$ cat src/dpc_defs.svh
// constants for the digital port and counter gate block
`ifndef DPC_DEFS_SVH
`define DPC_DEFS_SVH
`define DPC_ADDR_W      4
`define DPC_DATA_W      32
`define DPC_CNT_W       32
`define DPC_LINES       16
`define DPC_GRP_W       8
`define DPC_NCNT        2
`define DPC_A_DIR       4'h0
`define DPC_A_OUT       4'h1
`define DPC_A_IN        4'h2
`define DPC_A_CMP0      4'h3
`define DPC_A_CMP1      4'h4
`define DPC_A_CNT0      4'h5
`define DPC_A_CNT1      4'h6
`define DPC_A_CTRL      4'h7
`define DPC_A_STAT      4'h8
`define DPC_DIR_RST     2'h0
`define DPC_STRAP_DIR   16'hFF00
`define DPC_HOLD_BIT    4'hF
`define DPC_ZERO32      32'h0000_0000
`define DPC_ONE32       32'h0000_0001
`endif

$ cat src/dpc_pkg.sv
// types of the digital port and counter gate block
`include "dpc_defs.svh"
package dpc_pkg;
    typedef struct packed {
        logic [`DPC_ADDR_W-1:0] addr;
        logic [`DPC_DATA_W-1:0] wdata;
        logic                   wr;
        logic                   rd;
    } dpc_req_s;
    typedef enum logic {DPC_CMP_ARMED, DPC_CMP_FIRED} dpc_cmp_e;
    typedef struct packed {
        logic [`DPC_CNT_W-1:0] cnt;
        logic [2:0]            clk_sync;
        logic [1:0]            gate_sync;
        logic                  match;
        dpc_cmp_e              cmp_st;
    } dpc_cnt_s;
    typedef struct packed {
        logic [1:0]                 dir;
        logic [`DPC_LINES-1:0]      out;
        logic [`DPC_LINES-1:0]      in_s1;
        logic [`DPC_LINES-1:0]      in_s2;
        logic [1:0]                 strap_sync;
        logic [`DPC_DATA_W-1:0]     cmp0;
        logic [`DPC_DATA_W-1:0]     cmp1;
        logic [`DPC_NCNT-1:0]       cnt_en;
        logic [`DPC_NCNT-1:0]       cnt_clr;
        logic [`DPC_DATA_W-1:0]     rdata;
    } dpc_top_s;
endpackage

$ cat src/dpc_counter.sv
// one gated up counter with compare-match one-shot
`timescale 1ns/100ps
`include "dpc_defs.svh"
module dpc_counter
(
    // clock and reset
    input  wire logic                  mclk,
    input  wire logic                  rst_b,
    // control
    input  wire logic                  enable,
    input  wire logic                  clear,
    input  wire logic [`DPC_CNT_W-1:0] compare,
    // pins
    input  wire logic                  ext_clk,
    input  wire logic                  gate,
    // results
    output logic [`DPC_CNT_W-1:0]      count,
    output logic                       match_pulse,
    output logic                       gate_level
);
    dpc_pkg::dpc_cnt_s st_ff;
    dpc_pkg::dpc_cnt_s nxt_st;
    logic              edge_ok;

    always_comb
    begin
        nxt_st = st_ff;
        nxt_st.clk_sync = {st_ff.clk_sync[1:0], ext_clk};
        nxt_st.gate_sync = {st_ff.gate_sync[0], gate};
        // rising counter clock seen only while gate is high
        edge_ok = st_ff.clk_sync[1] & ~st_ff.clk_sync[2] & st_ff.gate_sync[1]
                  & enable;
        nxt_st.match = 1'b0;
        if (clear)
        begin
            nxt_st.cnt = `DPC_ZERO32;
        end
        else if (edge_ok)
        begin
            nxt_st.cnt = st_ff.cnt + `DPC_ONE32;
        end
        case (st_ff.cmp_st)
            dpc_pkg::DPC_CMP_ARMED:
            begin
                if (st_ff.cnt == compare)
                begin
                    nxt_st.match = 1'b1;
                    nxt_st.cmp_st = dpc_pkg::DPC_CMP_FIRED;
                end
            end
            dpc_pkg::DPC_CMP_FIRED:
            begin
                if (st_ff.cnt != compare)
                begin
                    nxt_st.cmp_st = dpc_pkg::DPC_CMP_ARMED;
                end
            end
            default:
            begin
                nxt_st.cmp_st = dpc_pkg::DPC_CMP_ARMED;
            end
        endcase
    end

    always_ff @(posedge mclk or negedge rst_b)
    begin
        if (!rst_b)
        begin
            st_ff <= '0;
        end
        else
        begin
            st_ff <= nxt_st;
        end
    end

    assign count       = st_ff.cnt;
    assign match_pulse = st_ff.match;
    assign gate_level  = st_ff.gate_sync[1];
endmodule // dpc_counter

$ cat src/dpc_port.sv
// sixteen-line digital port with two gated counters
//
// Behaviour
// - software sets sixteen line directions in two groups of eight
// - a low input line reads as 0, a high line as 1
// - output bit 1 drives the line high to light the indicator
// - strap in first position: directions come from software
// - strap in second position: fixed eight in (lines 0-7), eight out (lines 8-15)
// - after power-up all lines are inputs until software changes direction or the strap selects the fixed split
// - counter takes external clock edges only while gate is high
// - undriven gate input is held high so counting stays enabled
// - count equal to programmed compare gives one match pulse
`timescale 1ns/100ps
`include "dpc_defs.svh"
module dpc_port
(
    // clock and reset
    input  wire logic                     mclk,
    input  wire logic                     rst_b,
    // register port
    input  wire logic [`DPC_ADDR_W-1:0]   reg_addr,
    input  wire logic [`DPC_DATA_W-1:0]   reg_wdata,
    input  wire logic                     reg_wr,
    input  wire logic                     reg_rd,
    output logic      [`DPC_DATA_W-1:0]   reg_rdata,
    // strap, high selects the fixed split
    input  wire logic                     direction_strap,
    // digital lines
    input  wire logic [`DPC_LINES-1:0]    dio_in,
    output logic      [`DPC_LINES-1:0]    dio_out,
    output logic      [`DPC_LINES-1:0]    dio_oe,
    // counter pins
    input  wire logic [`DPC_NCNT-1:0]     cnt_clk_in,
    input  wire logic [`DPC_NCNT-1:0]     cnt_gate_in,
    output logic      [`DPC_NCNT-1:0]     cnt_gate_pu,
    output logic      [`DPC_NCNT-1:0]     cnt_match_out
);
    dpc_pkg::dpc_top_s  st_ff;
    dpc_pkg::dpc_top_s  nxt_st;
    dpc_pkg::dpc_req_s  req;
    logic [`DPC_CNT_W-1:0]  cnt_val [`DPC_NCNT];
    logic [`DPC_DATA_W-1:0] cmp_val [`DPC_NCNT];
    logic [`DPC_NCNT-1:0]   gate_lvl;
    logic [`DPC_LINES-1:0]  dir_eff;
    logic [`DPC_LINES-1:0]  strap_dir;
    logic [`DPC_DATA_W-1:0] rd_mux;
    logic [`DPC_DATA_W-1:0] stat_word;
    logic                   wr_dir;
    logic                   wr_out;
    logic                   wr_cmp0;
    logic                   wr_cmp1;
    logic                   wr_ctrl;

    assign req = '{addr: reg_addr, wdata: reg_wdata, wr: reg_wr, rd: reg_rd};
    assign cmp_val[0] = st_ff.cmp0;
    assign cmp_val[1] = st_ff.cmp1;

    // fixed split: upper group drives, lower group listens
    assign strap_dir = `DPC_STRAP_DIR;

    // effective direction per line, 1 is output
    genvar li;
    generate
        for (li = 0; li < `DPC_LINES; li = li + 1)
        begin : g_dir
            assign dir_eff[li] = st_ff.strap_sync[1] ? strap_dir[li]
                                                     : st_ff.dir[li / `DPC_GRP_W];
        end
    endgenerate

    // one strobe per writable register
    always_comb
    begin
        wr_dir  = 1'b0;
        wr_out  = 1'b0;
        wr_cmp0 = 1'b0;
        wr_cmp1 = 1'b0;
        wr_ctrl = 1'b0;
        if (req.wr)
        begin
            case (req.addr)
                `DPC_A_DIR:
                begin
                    wr_dir = 1'b1;
                end
                `DPC_A_OUT:
                begin
                    wr_out = 1'b1;
                end
                `DPC_A_CMP0:
                begin
                    wr_cmp0 = 1'b1;
                end
                `DPC_A_CMP1:
                begin
                    wr_cmp1 = 1'b1;
                end
                `DPC_A_CTRL:
                begin
                    wr_ctrl = 1'b1;
                end
                default:
                begin
                    wr_dir = 1'b0;
                end
            endcase
        end
    end

    // status word: gate levels, strap, effective directions
    assign stat_word = {13'h0, gate_lvl, st_ff.strap_sync[1], dir_eff};

    // read data selected by index, unmapped reads give zero
    always_comb
    begin
        rd_mux = '0;
        case (req.addr)
            `DPC_A_DIR:
            begin
                rd_mux = {30'h0, st_ff.dir};
            end
            `DPC_A_OUT:
            begin
                rd_mux = {16'h0, st_ff.out};
            end
            `DPC_A_IN:
            begin
                rd_mux = {16'h0, st_ff.in_s2};
            end
            `DPC_A_CMP0:
            begin
                rd_mux = st_ff.cmp0;
            end
            `DPC_A_CMP1:
            begin
                rd_mux = st_ff.cmp1;
            end
            `DPC_A_CNT0:
            begin
                rd_mux = cnt_val[0];
            end
            `DPC_A_CNT1:
            begin
                rd_mux = cnt_val[1];
            end
            `DPC_A_CTRL:
            begin
                rd_mux = {30'h0, st_ff.cnt_en};
            end
            `DPC_A_STAT:
            begin
                rd_mux = stat_word;
            end
            default:
            begin
                rd_mux = '0;
            end
        endcase
    end

    always_comb
    begin
        nxt_st = st_ff;
        nxt_st.in_s1 = dio_in;
        nxt_st.in_s2 = st_ff.in_s1;
        nxt_st.strap_sync = {st_ff.strap_sync[0], direction_strap};
        nxt_st.cnt_clr = '0;
        nxt_st.rdata = '0;
        if (wr_dir)
        begin
            nxt_st.dir = req.wdata[1:0];
        end
        if (wr_out)
        begin
            nxt_st.out = req.wdata[`DPC_LINES-1:0];
        end
        if (wr_cmp0)
        begin
            nxt_st.cmp0 = req.wdata;
        end
        if (wr_cmp1)
        begin
            nxt_st.cmp1 = req.wdata;
        end
        if (wr_ctrl)
        begin
            nxt_st.cnt_en  = req.wdata[1:0];
            nxt_st.cnt_clr = req.wdata[3:2];
        end
        if (req.rd)
        begin
            nxt_st.rdata = rd_mux;
        end
    end

    always_ff @(posedge mclk or negedge rst_b)
    begin
        if (!rst_b)
        begin
            st_ff     <= '0;
            st_ff.dir <= `DPC_DIR_RST;
        end
        else
        begin
            st_ff <= nxt_st;
        end
    end

    // level on pin equals register bit
    assign dio_out     = st_ff.out;
    assign dio_oe      = dir_eff;
    assign reg_rdata   = st_ff.rdata;
    assign cnt_gate_pu = {`DPC_NCNT{1'b1}};

    genvar gi;
    generate
        for (gi = 0; gi < `DPC_NCNT; gi = gi + 1)
        begin : g_cnt
            dpc_counter u_cnt
            (
                .mclk        (mclk),
                .rst_b       (rst_b),
                .enable      (st_ff.cnt_en[gi]),
                .clear       (st_ff.cnt_clr[gi]),
                .compare     (cmp_val[gi]),
                .ext_clk     (cnt_clk_in[gi]),
                .gate        (cnt_gate_in[gi]),
                .count       (cnt_val[gi]),
                .match_pulse (cnt_match_out[gi]),
                .gate_level  (gate_lvl[gi])
            );
        end
    endgenerate
endmodule // dpc_port

$ cat config.mk
export PLATFORM = sky130hd
export DESIGN_NAME = dpc_port
export DESIGN_NICKNAME = d
export VERILOG_FILES = /design/src/dpc_pkg.sv /design/src/dpc_counter.sv /design/src/dpc_port.sv
export VERILOG_INCLUDE_DIRS = /design/src
export SDC_FILE = /design/constraint.sdc
export NUM_CORES = 1
export LEC_CHECK = 0
export ABC_AREA = 1
export BUFFER_PORTS_ARGS = -buffer_cell sky130_fd_sc_hd__clkbuf_2
export CAP_MARGIN = 20
export CORE_AREA = 2 2 208 210
export DETAILED_ROUTE_END_ITERATION = 8
export DIE_AREA = 0 0 210 212
export GPL_TIMING_DRIVEN = 0
export SETUP_SLACK_MARGIN = 0.4
export SLEW_MARGIN = 15
export SYNTH_ARGS = -nofsm -noshare
export SYNTH_HDL_FRONTEND = slang
export SYNTH_HIERARCHICAL = 1
export SYNTH_SLANG_ARGS = --single-unit
export TNS_END_PERCENT = 5
$ cat constraint.sdc
create_clock -name mclk -period 2.5 [get_ports mclk]
set_input_delay 0.75 -clock mclk [delete_from_list [all_inputs] [get_ports mclk]]
set_output_delay 0.75 -clock mclk [all_outputs]
set_load 0.1 [all_outputs]
# Word-level counts from Yosys, hierarchy flattened

Index checks and enable logic that the tools add are counted.

Add/sub/neg operators: 2
Eq/ne operators: 12
Multiplexer cells: 27
Bitwise gates (word level): 10
Reductions and logical operators: 3

Operator list:

| operator                | number |
|---|---|
| $pmux W32 S9            | 1 |
| $mux W32                | 5 |
| $add A32 B1 Y32 const B | 2 |
| $eq A32 B32 Y1          | 2 |
| $ne A32 B32 Y1          | 2 |
| $eq A4 B3 Y1 const B    | 4 |
| $mux W1                 | 16 |
| $eq A4 B2 Y1 const B    | 2 |
| $and A1 B1 Y1           | 6 |
| $mux W2                 | 3 |
| $eq A4 B1 Y1 const B    | 1 |
| $eq A4 B4 Y1 const B    | 1 |
| $logic_not A4 Y1        | 1 |
| $not A1 Y1              | 4 |
| $pmux W1 S2             | 2 |
| $reduce_bool A2 Y1      | 2 |

Bits in registers: 230
Input bits: 61
Output and inout port bits: 68
Word-level logic and storage cells: 74

# Logic depth before layout (Yosys ltp)

Gate-level depths: netlist of the first run.

Depth after elaboration: 6
Depth in mapped cells: 10
Mapped depth without buffers: 9

# By module

The synthesis of the first run kept the hierarchy.

By module, submodules not included:

| module      | times used | cells each | area each (um^2) | sequential area each (um^2) |
|---|---|---|---|---|
| dpc_port    | 1          | 809        | 6856.6           | 3803.6 |
| dpc_counter | 2          | 418        | 2854.0           | 975.9 |

# Least setup slack after synthesis of the first run

No wires, ideal clock.

Path type: register to output
Start point: reg st_ff[101] (netlist name)
End point: out dio_oe[1]
Arrival: 2.396 ns
Data required time: 1.750 ns
Setup slack: -0.646 ns
Cell stages (with the launch flop): 3
Buffers on the path: 1
Cells stage by stage: dfrtp_1 -> nor2_1 -> buf_4

Longest elaborated chain between the ends: 1

Ends and longest elaborated chain:

| element                | line            | text |
|---|---|---|
| start, declared        | dpc_port.sv:38  | `dpc_pkg::dpc_top_s st_ff;` |
| start signal, assigned | dpc_port.sv:205 | `st_ff <= nxt_st;` |
| $mux W1                | --              |  |
| end, declared          | dpc_port.sv:31  | `` output logic [`DPC_LINES-1:0] dio_oe, `` |

Every way passes these cells.

# Final worst setup path of the first run

Start point: reg st_ff[101] (netlist name)
End point: out dio_oe[14]

Longest elaborated chain between the ends: 1

Ends and longest elaborated chain:

| element | line           | text |
|---|---|---|
| $mux W1 | dpc_port.sv:66 | `assign dir_eff[li] = st_ff.strap_sync[1] ? strap_dir[li]` |

Every way passes these cells.

==> results of run 1 <==
==> layout make-up <==
type	count	area [sq um]	area share (%)
Sequential cell	230	5760	37.7
Multi-Input combinational cell	1073	4980	32.6
Buffer	174	1220	7.96
Timing Repair Buffer	133	1020	6.70
Clock buffer	32	704	4.61
Tap cell	546	683	4.47
Inverter	170	641	4.19
Clock inverter	18	267	1.74
==> final timing paths <==
| path | slack [ns] | to | startpoint | depth (start not counted) |
|---|---|---|---|---|
| setup / recovery | 0.18 | dio_oe[14] | st_ff[101] | 4 |
| hold / removal | 0.19 | reg_rdata[22] | rst_b | 1 |
| setup reg to reg | 0.69 | reg_rdata[15] | st_ff[101] | 6 |
| hold reg to reg | 0.32 | g_cnt[0].u_cnt/gate_level | g_cnt[0].u_cnt/nxt_st[3] | 0 |
| max in group asynchronous | 1.10 | nxt_st[110] | rst_b | 3 |
| min in group mclk | 0.27 | nxt_st[114] | dio_in[12] | 1 |
==> kinds of logic after synthesis <==
| group | after synthesis | share of synthesized area, % |
|---|---|---|
| DFF | 230 | 45.8 |
| and+or+nand+nor | 831 | 28.1 |
| xor gates and xnor gates | 46 | 3.21 |
| buffers and inverters | 344 | 14.8 |
| other | 1 | 0.0298 |
| AOI/OAI and AO/OA | 191 | 7.89 |
| adders and majority gates | 2 | 0.199 |
==> layer usage <==
metal  global-route usage (%)  part of all wire, %  vias up
li1                         -                    -     5338
met1                     22.0                   43     5051
met2                     29.8                   48      305
met3                     2.13                  5.3       67
met4                     5.70                  3.0        0
met5                        0                    0        -
==> state kept, by name (all words and copies together) (netlist names) <==
name and flops:
reg_rdata 32, g_cnt.u_cnt/gate_level 2, g_cnt.u_cnt/nxt_st 6, g_cnt.u_cnt/st_ff 4, g_cnt.u_cnt/count 64, g_cnt.u_cnt/match_pulse 2
cmp_val 64, nxt_st 17, dio_out 16, st_ff 23
==> stage by stage <==
stage	util [%]	area, sq um	setup slack [ns]	TNS [ns]
finish	35.9	15300	0.185	0
global route	35.9	15300	0.127	0
CTS	35.9	15300	0.170	0
detailed placement	32.8	14000	0.206	0
global placement	32.7	13900	-4.19	-955.23
floorplan	-	12600	0.355	0
==> power by group <==
part	internal, mW	switching (mW)
Combinational	0.783	1.54
Sequential	4.09	0.401
Clock	2.65	1.69
Total	7.52	3.63
==> synthesized netlist by cell type (all sizes together), types with 4 or more instances <==
library cell    n
nor4            4
o21ai         115
xnor2          46
nand2         500
clkbuf         17
nor2          197
inv           170
nand3         110
buf           157
nand3b          4
nor3            6
dfrtp         230
a31oi          13
nand4           8
a21oi          57
==> worst reg2reg max path: cells and delay by family, from the launching register on <==
family,cells,cell delay [ns]
buffers and inverters,3,0.32
DFF,1,0.45
AOI/OAI and AO/OA,2,0.81
and+or+nand+nor,1,0.11
==> repair_timing <==
| item | CTS | global route |
|---|---|---|
| gates resized for setup | 49 | 0 |
| setup buffers | 4 | 1 |
| endpoints found under the setup margin | 66 | 66 |
| cloned | 1 | 0 |
| hold buffers | 0 | 0 |
| hold endpoints to repair | 0 | 0 |
| pin swaps | 1 | 0 |
==> flow_metrics.py, run 1 <==
metrics = {
    "synth": {
        "netlist_top_cells_area": "sky130_fd_sc_hd__dfrtp_1, sky130_fd_sc_hd__nand2_1, sky130_fd_sc_hd__buf_4",
        "synth-edff-count": 0,
        "synth-main-ff-cell": "sky130_fd_sc_hd__dfrtp_1",
        "synth_top_cell_by_area": "sky130_fd_sc_hd__dfrtp_1",
        "synth_area_sq_mm": 0.0126,
        "synthesis.area_per_instance_sq_um": 7.64,
        "warning_count_from_the_yosys_run": 6,
        "register_area_share_after_synthesis_pct": 45.8,
        "synth_cell_types": 34,
        "syn_inst": 1645,
        "netlist.area_leader.share_pct": 45.8,
        "ys_async_sr_fraction_pct": 100,
        "synth_seq_cells": 230,
    },
    "detailed_routing": {
        "first_pass_iters": 7,
        "detail_route.iter0.violations": 691,
        "dr_total_vias": 10800,
        "detail_route.wl_per_cell_um": 15.9,
        "avgViaCountPerCell": 4.53,
        "drt_drc_violations_left": 0,
        "ant_nets": 0,
        "routed_wl_um": 37700,
    },
    "layout": {
        "instances_no_fill": 2376,
        "most-common-layout-cells": "sky130_fd_sc_hd__nand2_1, sky130_fd_sc_hd__dfrtp_1, sky130_fd_sc_hd__inv_1, sky130_fd_sc_hd__nor2_1, sky130_fd_sc_hd__buf_4",
        "final_net_count": 1872,
        "area_growth_pct": 21.6,
        "post_route_cells_drive_above_1_share_pct": 22.0,
        "fillers": 4451,
        "mostFrequentLayoutCell": "sky130_fd_sc_hd__nand2_1",
        "n_antenna_cell": 0,
    },
    "worst_setup_path": {
        "cpMaxStageDelayCell": "sky130_fd_sc_hd__dfrtp_2",
        "timing.critical_path.cells": "inv_2 -> nand2_4 -> buf_4 -> clkbuf_16",
        "path_buf_inv": 3,
        "crit_path_max_incr_delay_ns": 0.46,
        "timing.critical_path.max_delay_family": "flip-flops",
        "required_time_worst_endpoint_ns": 1.75,
        "endpoint_kind": "output pin",
        "path_max_fanout": 8,
        "critical_path_class": "reg -> out",
        "critical_path.startpoint_type": "flip-flop",
        "worstPathArrival_ns": 1.57,
    },
    "floorplan": {
        "fp.dieW_um": 210,
        "initial_core_utilization_pct": 29.6,
        "dieHeight_um": 212,
        "design.die.area_sq_mm": 0.0445,
        "io-pin-count": 129,
        "core_ar_sq_mm": 0.0425,
        "total_number_of_placement_rows": 76,
    },
    "timing": {
        "finalSetupViolCount": 0,
        "hold_worst_slack_ns": 0.193,
        "worst_slew_margin_rel_pct": 49.9,
        "finalClockSkew_ns": 0.0396,
        "timing.final.crit_share_pct": 92.6,
        "rsz_0062_raised_after_global_routing": "true",
        "fmax_ghz": 0.432,
        "number_of_slew_limit_violations_in_the_final_report": 0,
        "hold_violations": 0,
        "worst-slew-pin-transition_ns": 0.751,
        "period_needed_ns": 2.32,
    },
    "pwr": {
        "leak_pwr_nw": 7.71,
        "power.ir.vdd_worst_uv": 553,
        "power-per-cell-area_mw_per_mm2": 730,
        "totalPowerFinal_mw": 11.1,
    },
    "clock_tree": {
        "clockBufferDepth": 3,
        "clkLatencyLatePin_ns": 0.58,
        "cts.sinks": 230,
        "ctsRootBufferMaster": "sky130_fd_sc_hd__clkbuf_16",
        "cts_max_level": 1,
        "clkTransAtPathRegs_ns": 0.06,
        "numCtsBuffers": 27,
        "tritoncts": "done",
    },
    "flow_run": {
        "max_cap_viol_count": 0,
    },
    "place": {
        "port_buffers": 126,
        "detailedPlacementHpwl_um": 28900,
        "placed_cells": 2320,
        "weighted_congestion_reported_at_the_end_of_routability_driven_placement": 0.890,
    },
    "hold_path": {
        "hold_path_class": "in -> async",
    },
    "global_route": {
        "gr-total-overflow": 0,
        "grt_pass1_wl_um": 58900,
        "antenna_violations_before_repair": 0,
        "grt_usage_pct": 17.1,
        "grt_start_max_net_pins": 87,
        "number_of_global_route_vias_before_repair": 10500,
    },
    "outcome": {
        "status": "complete, no violations",
    },
}
Note: power is estimated with default switching activity, not from simulation.
==> inputs of run 2 (changes only) <==
==> constraint.sdc (replaced) <==
create_clock -name mclk -period 2.9 [get_ports mclk]
set_input_delay 0.87 -clock mclk [delete_from_list [all_inputs] [get_ports mclk]]
set_output_delay 0.87 -clock mclk [all_outputs]
set_load 0.1 [all_outputs]
==> flow_metrics.py, run 2 (synthesis gave the netlist of run 1 again) <==
metrics = {
    "outcome": {
        "status": "complete, no violations",
    },
    "global_route": {
        "grt_pass1_wl_um": 58600,
        "grt_usage_pct": 17.0,
        "number_of_global_route_vias_before_repair": 10400,
        "gr-total-overflow": 0,
        "grt_start_max_net_pins": 95,
        "antenna_violations_before_repair": 0,
    },
    "detailed_routing": {
        "routed_wl_um": 38100,
        "ant_nets": 0,
        "detail_route.wl_per_cell_um": 16.1,
        "avgViaCountPerCell": 4.56,
        "first_pass_iters": 6,
        "dr_total_vias": 10800,
        "drt_drc_violations_left": 0,
        "detail_route.iter0.violations": 760,
    },
    "place": {
        "port_buffers": 126,
        "detailedPlacementHpwl_um": 29000,
        "placement.setup.worst_slack_ns": 0.503,
        "weighted_congestion_reported_at_the_end_of_routability_driven_placement": 0.898,
    },
    "timing": {
        "fmax_ghz": 0.402,
        "hold_violations": 0,
        "finalSetupViolCount": 0,
        "worst-slew-pin-transition_ns": 0.741,
        "rsz_0062_raised_after_global_routing": "true",
        "finalClockSkew_ns": 0.0253,
        "number_of_slew_limit_violations_in_the_final_report": 0,
        "period_needed_ns": 2.48,
        "setup_ws_ns": 0.415,
        "timing.final.crit_share_pct": 85.7,
        "worst_slew_margin_rel_pct": 50.6,
    },
    "pwr": {
        "switchingPower_mw": 3.07,
        "p_sw_share_pct": 33.9,
        "clock_power_share_pct": 36.0,
        "portion_of_total_power_attributed_to_combinational_logic_pct": 21.3,
        "leak_pwr_nw": 7.57,
        "totalPowerFinal_mw": 9.06,
        "power-per-cell-area_mw_per_mm2": 606,
        "cell_internal_pwr_mw": 5.99,
        "power.sequential.fraction_pct": 42.7,
        "power.ir.vdd_worst_uv": 612,
    },
    "clock_tree": {
        "cts.hold.buffers_added": 0,
        "cts_max_level": 1,
        "tritoncts": "done",
        "numCtsBuffers": 27,
        "clkLatencyLatePin_ns": 0.58,
        "ctsRootBufferMaster": "sky130_fd_sc_hd__clkbuf_16",
        "clockBufferDepth": 3,
        "cts.sinks": 230,
        "clkTransAtPathRegs_ns": 0.06,
    },
    "worst_setup_path": {
        "worstPathArrival_ns": 1.61,
        "worst_r2r_endpoint": "g_cnt[0].u_cnt/count[16]",
        "timing.reg2reg.worst_path_depth": 8,
        "critical_path.startpoint_type": "flip-flop",
        "endpoint_kind": "output pin",
        "reg2reg_setup_slack_ns": 1.10,
        "path_max_fanout": 5,
        "worst_r2r_startpoint": "g_cnt[0].u_cnt/count[0]",
        "critical_path_class": "reg -> out",
        "required_time_worst_endpoint_ns": 2.03,
    },
    "floorplan": {
        "total_number_of_placement_rows": 76,
        "io-pin-count": 129,
        "initial_core_utilization_pct": 29.6,
        "fp.dieW_um": 210,
        "core_ar_sq_mm": 0.0425,
        "dieHeight_um": 212,
        "design.die.area_sq_mm": 0.0445,
    },
    "layout": {
        "fillers": 4367,
        "post_route_cells_drive_above_1_share_pct": 21.6,
        "mostFrequentLayoutCell": "sky130_fd_sc_hd__nand2_1",
        "most-common-layout-cells": "sky130_fd_sc_hd__nand2_1, sky130_fd_sc_hd__dfrtp_1, sky130_fd_sc_hd__inv_1, sky130_fd_sc_hd__nor2_1, sky130_fd_sc_hd__buf_4",
        "final_net_count": 1868,
        "area_growth_pct": 19.0,
        "n_antenna_cell": 0,
    },
    "flow_run": {
        "max_cap_viol_count": 0,
    },
    "hold_path": {
        "hold_path_class": "in -> async",
    },
}
run 2: changes by cell type in the layout (fill, tap and decap cells not counted), moves of 3 or more:
cell	previous run	this run
sky130_fd_sc_hd__clkbuf_1	19	22
sky130_fd_sc_hd__clkbuf_16	41	27
sky130_fd_sc_hd__buf_4	136	132
sky130_fd_sc_hd__clkbuf_8	3	21
sky130_fd_sc_hd__bufinv_16	6	0
run 2: how the worst max path moves through the flow:
stage	from	depth (start not counted)	endpoint
finish	st_ff[150]	4	dio_oe[6]
global route	st_ff[150]	4	dio_oe[3]
CTS	st_ff[101]	2	dio_oe[0]
detailed placement	reg_addr[1]	8	reg_rdata[14]
global placement	rst_b	1	nxt_st[108]
floorplan	st_ff[101]	3	dio_oe[10]
run 2: power groups by stage:
stage / clock (mW) / combinational (mW) / sequential, mW
floorplan: 0 / 1.49 / 3.80
global placement: 0 / 1.84 / 3.92
detailed placement: 0 / 1.87 / 3.92
CTS: 3.33 / 1.93 / 3.86
global route: 3.45 / 2.09 / 3.91
finish: 3.26 / 1.93 / 3.87
run 2: worst max-delay path, stage by stage (launching register included):
cell and delay [ns]:
sky130_fd_sc_hd__dfrtp_1 0.38, sky130_fd_sc_hd__inv_1 0.12, sky130_fd_sc_hd__nor2_4 0.18, sky130_fd_sc_hd__buf_4 0.13, sky130_fd_sc_hd__clkbuf_8 0.23
run 2: metal layers:
layer	vias up	GRT usage, %	part of all wire, %
met2	278	29.8	49
met5	-	0	0
li1	5339	-	-
met1	5150	21.8	43
met4	0	5.31	2.3
met3	53	2.41	5.5
run 2: layout make-up:
type | instances | area [sq um] | area share (%)
multi-input cells | 1073 | 4980 | 33.3
clock inverters | 10 | 70.1 | 0.469
clock buffers | 39 | 771 | 5.15
plain buffers | 174 | 1220 | 8.13
inverters | 170 | 641 | 4.28
repair buffers | 129 | 836 | 5.59
flip-flops and latches | 230 | 5760 | 38.5
well taps | 546 | 683 | 4.57
run 2: timing repair:
item | 4_1_cts | 5_1_grt
buffers inserted | 0 | 1
hold endpoints to repair | 0 | 0
cloned | 0 | 1
resized for setup | 33 | 3
pin swaps | 0 | 1
endpoints found under the setup margin | 16 | 15
run 2: per-stage QoR:
stage | cell area (sq um) | utilization, % | setup TNS, ns | instances | hold slack (ns)
2_1_floorplan | 12600 | - | 0 | 1646 | 0.331
3_3_place_gp | 13900 | 32.7 | -880.91 | 2318 | 0.334
3_5_place_dp | 14000 | 32.8 | 0 | 2320 | 0.335
4_1_cts | 14900 | 35.1 | 0 | 2369 | 0.277
5_1_grt | 15000 | 35.2 | 0 | 2371 | 0.297
6_report | 15000 | 35.2 | 0 | 2371 | 0.280
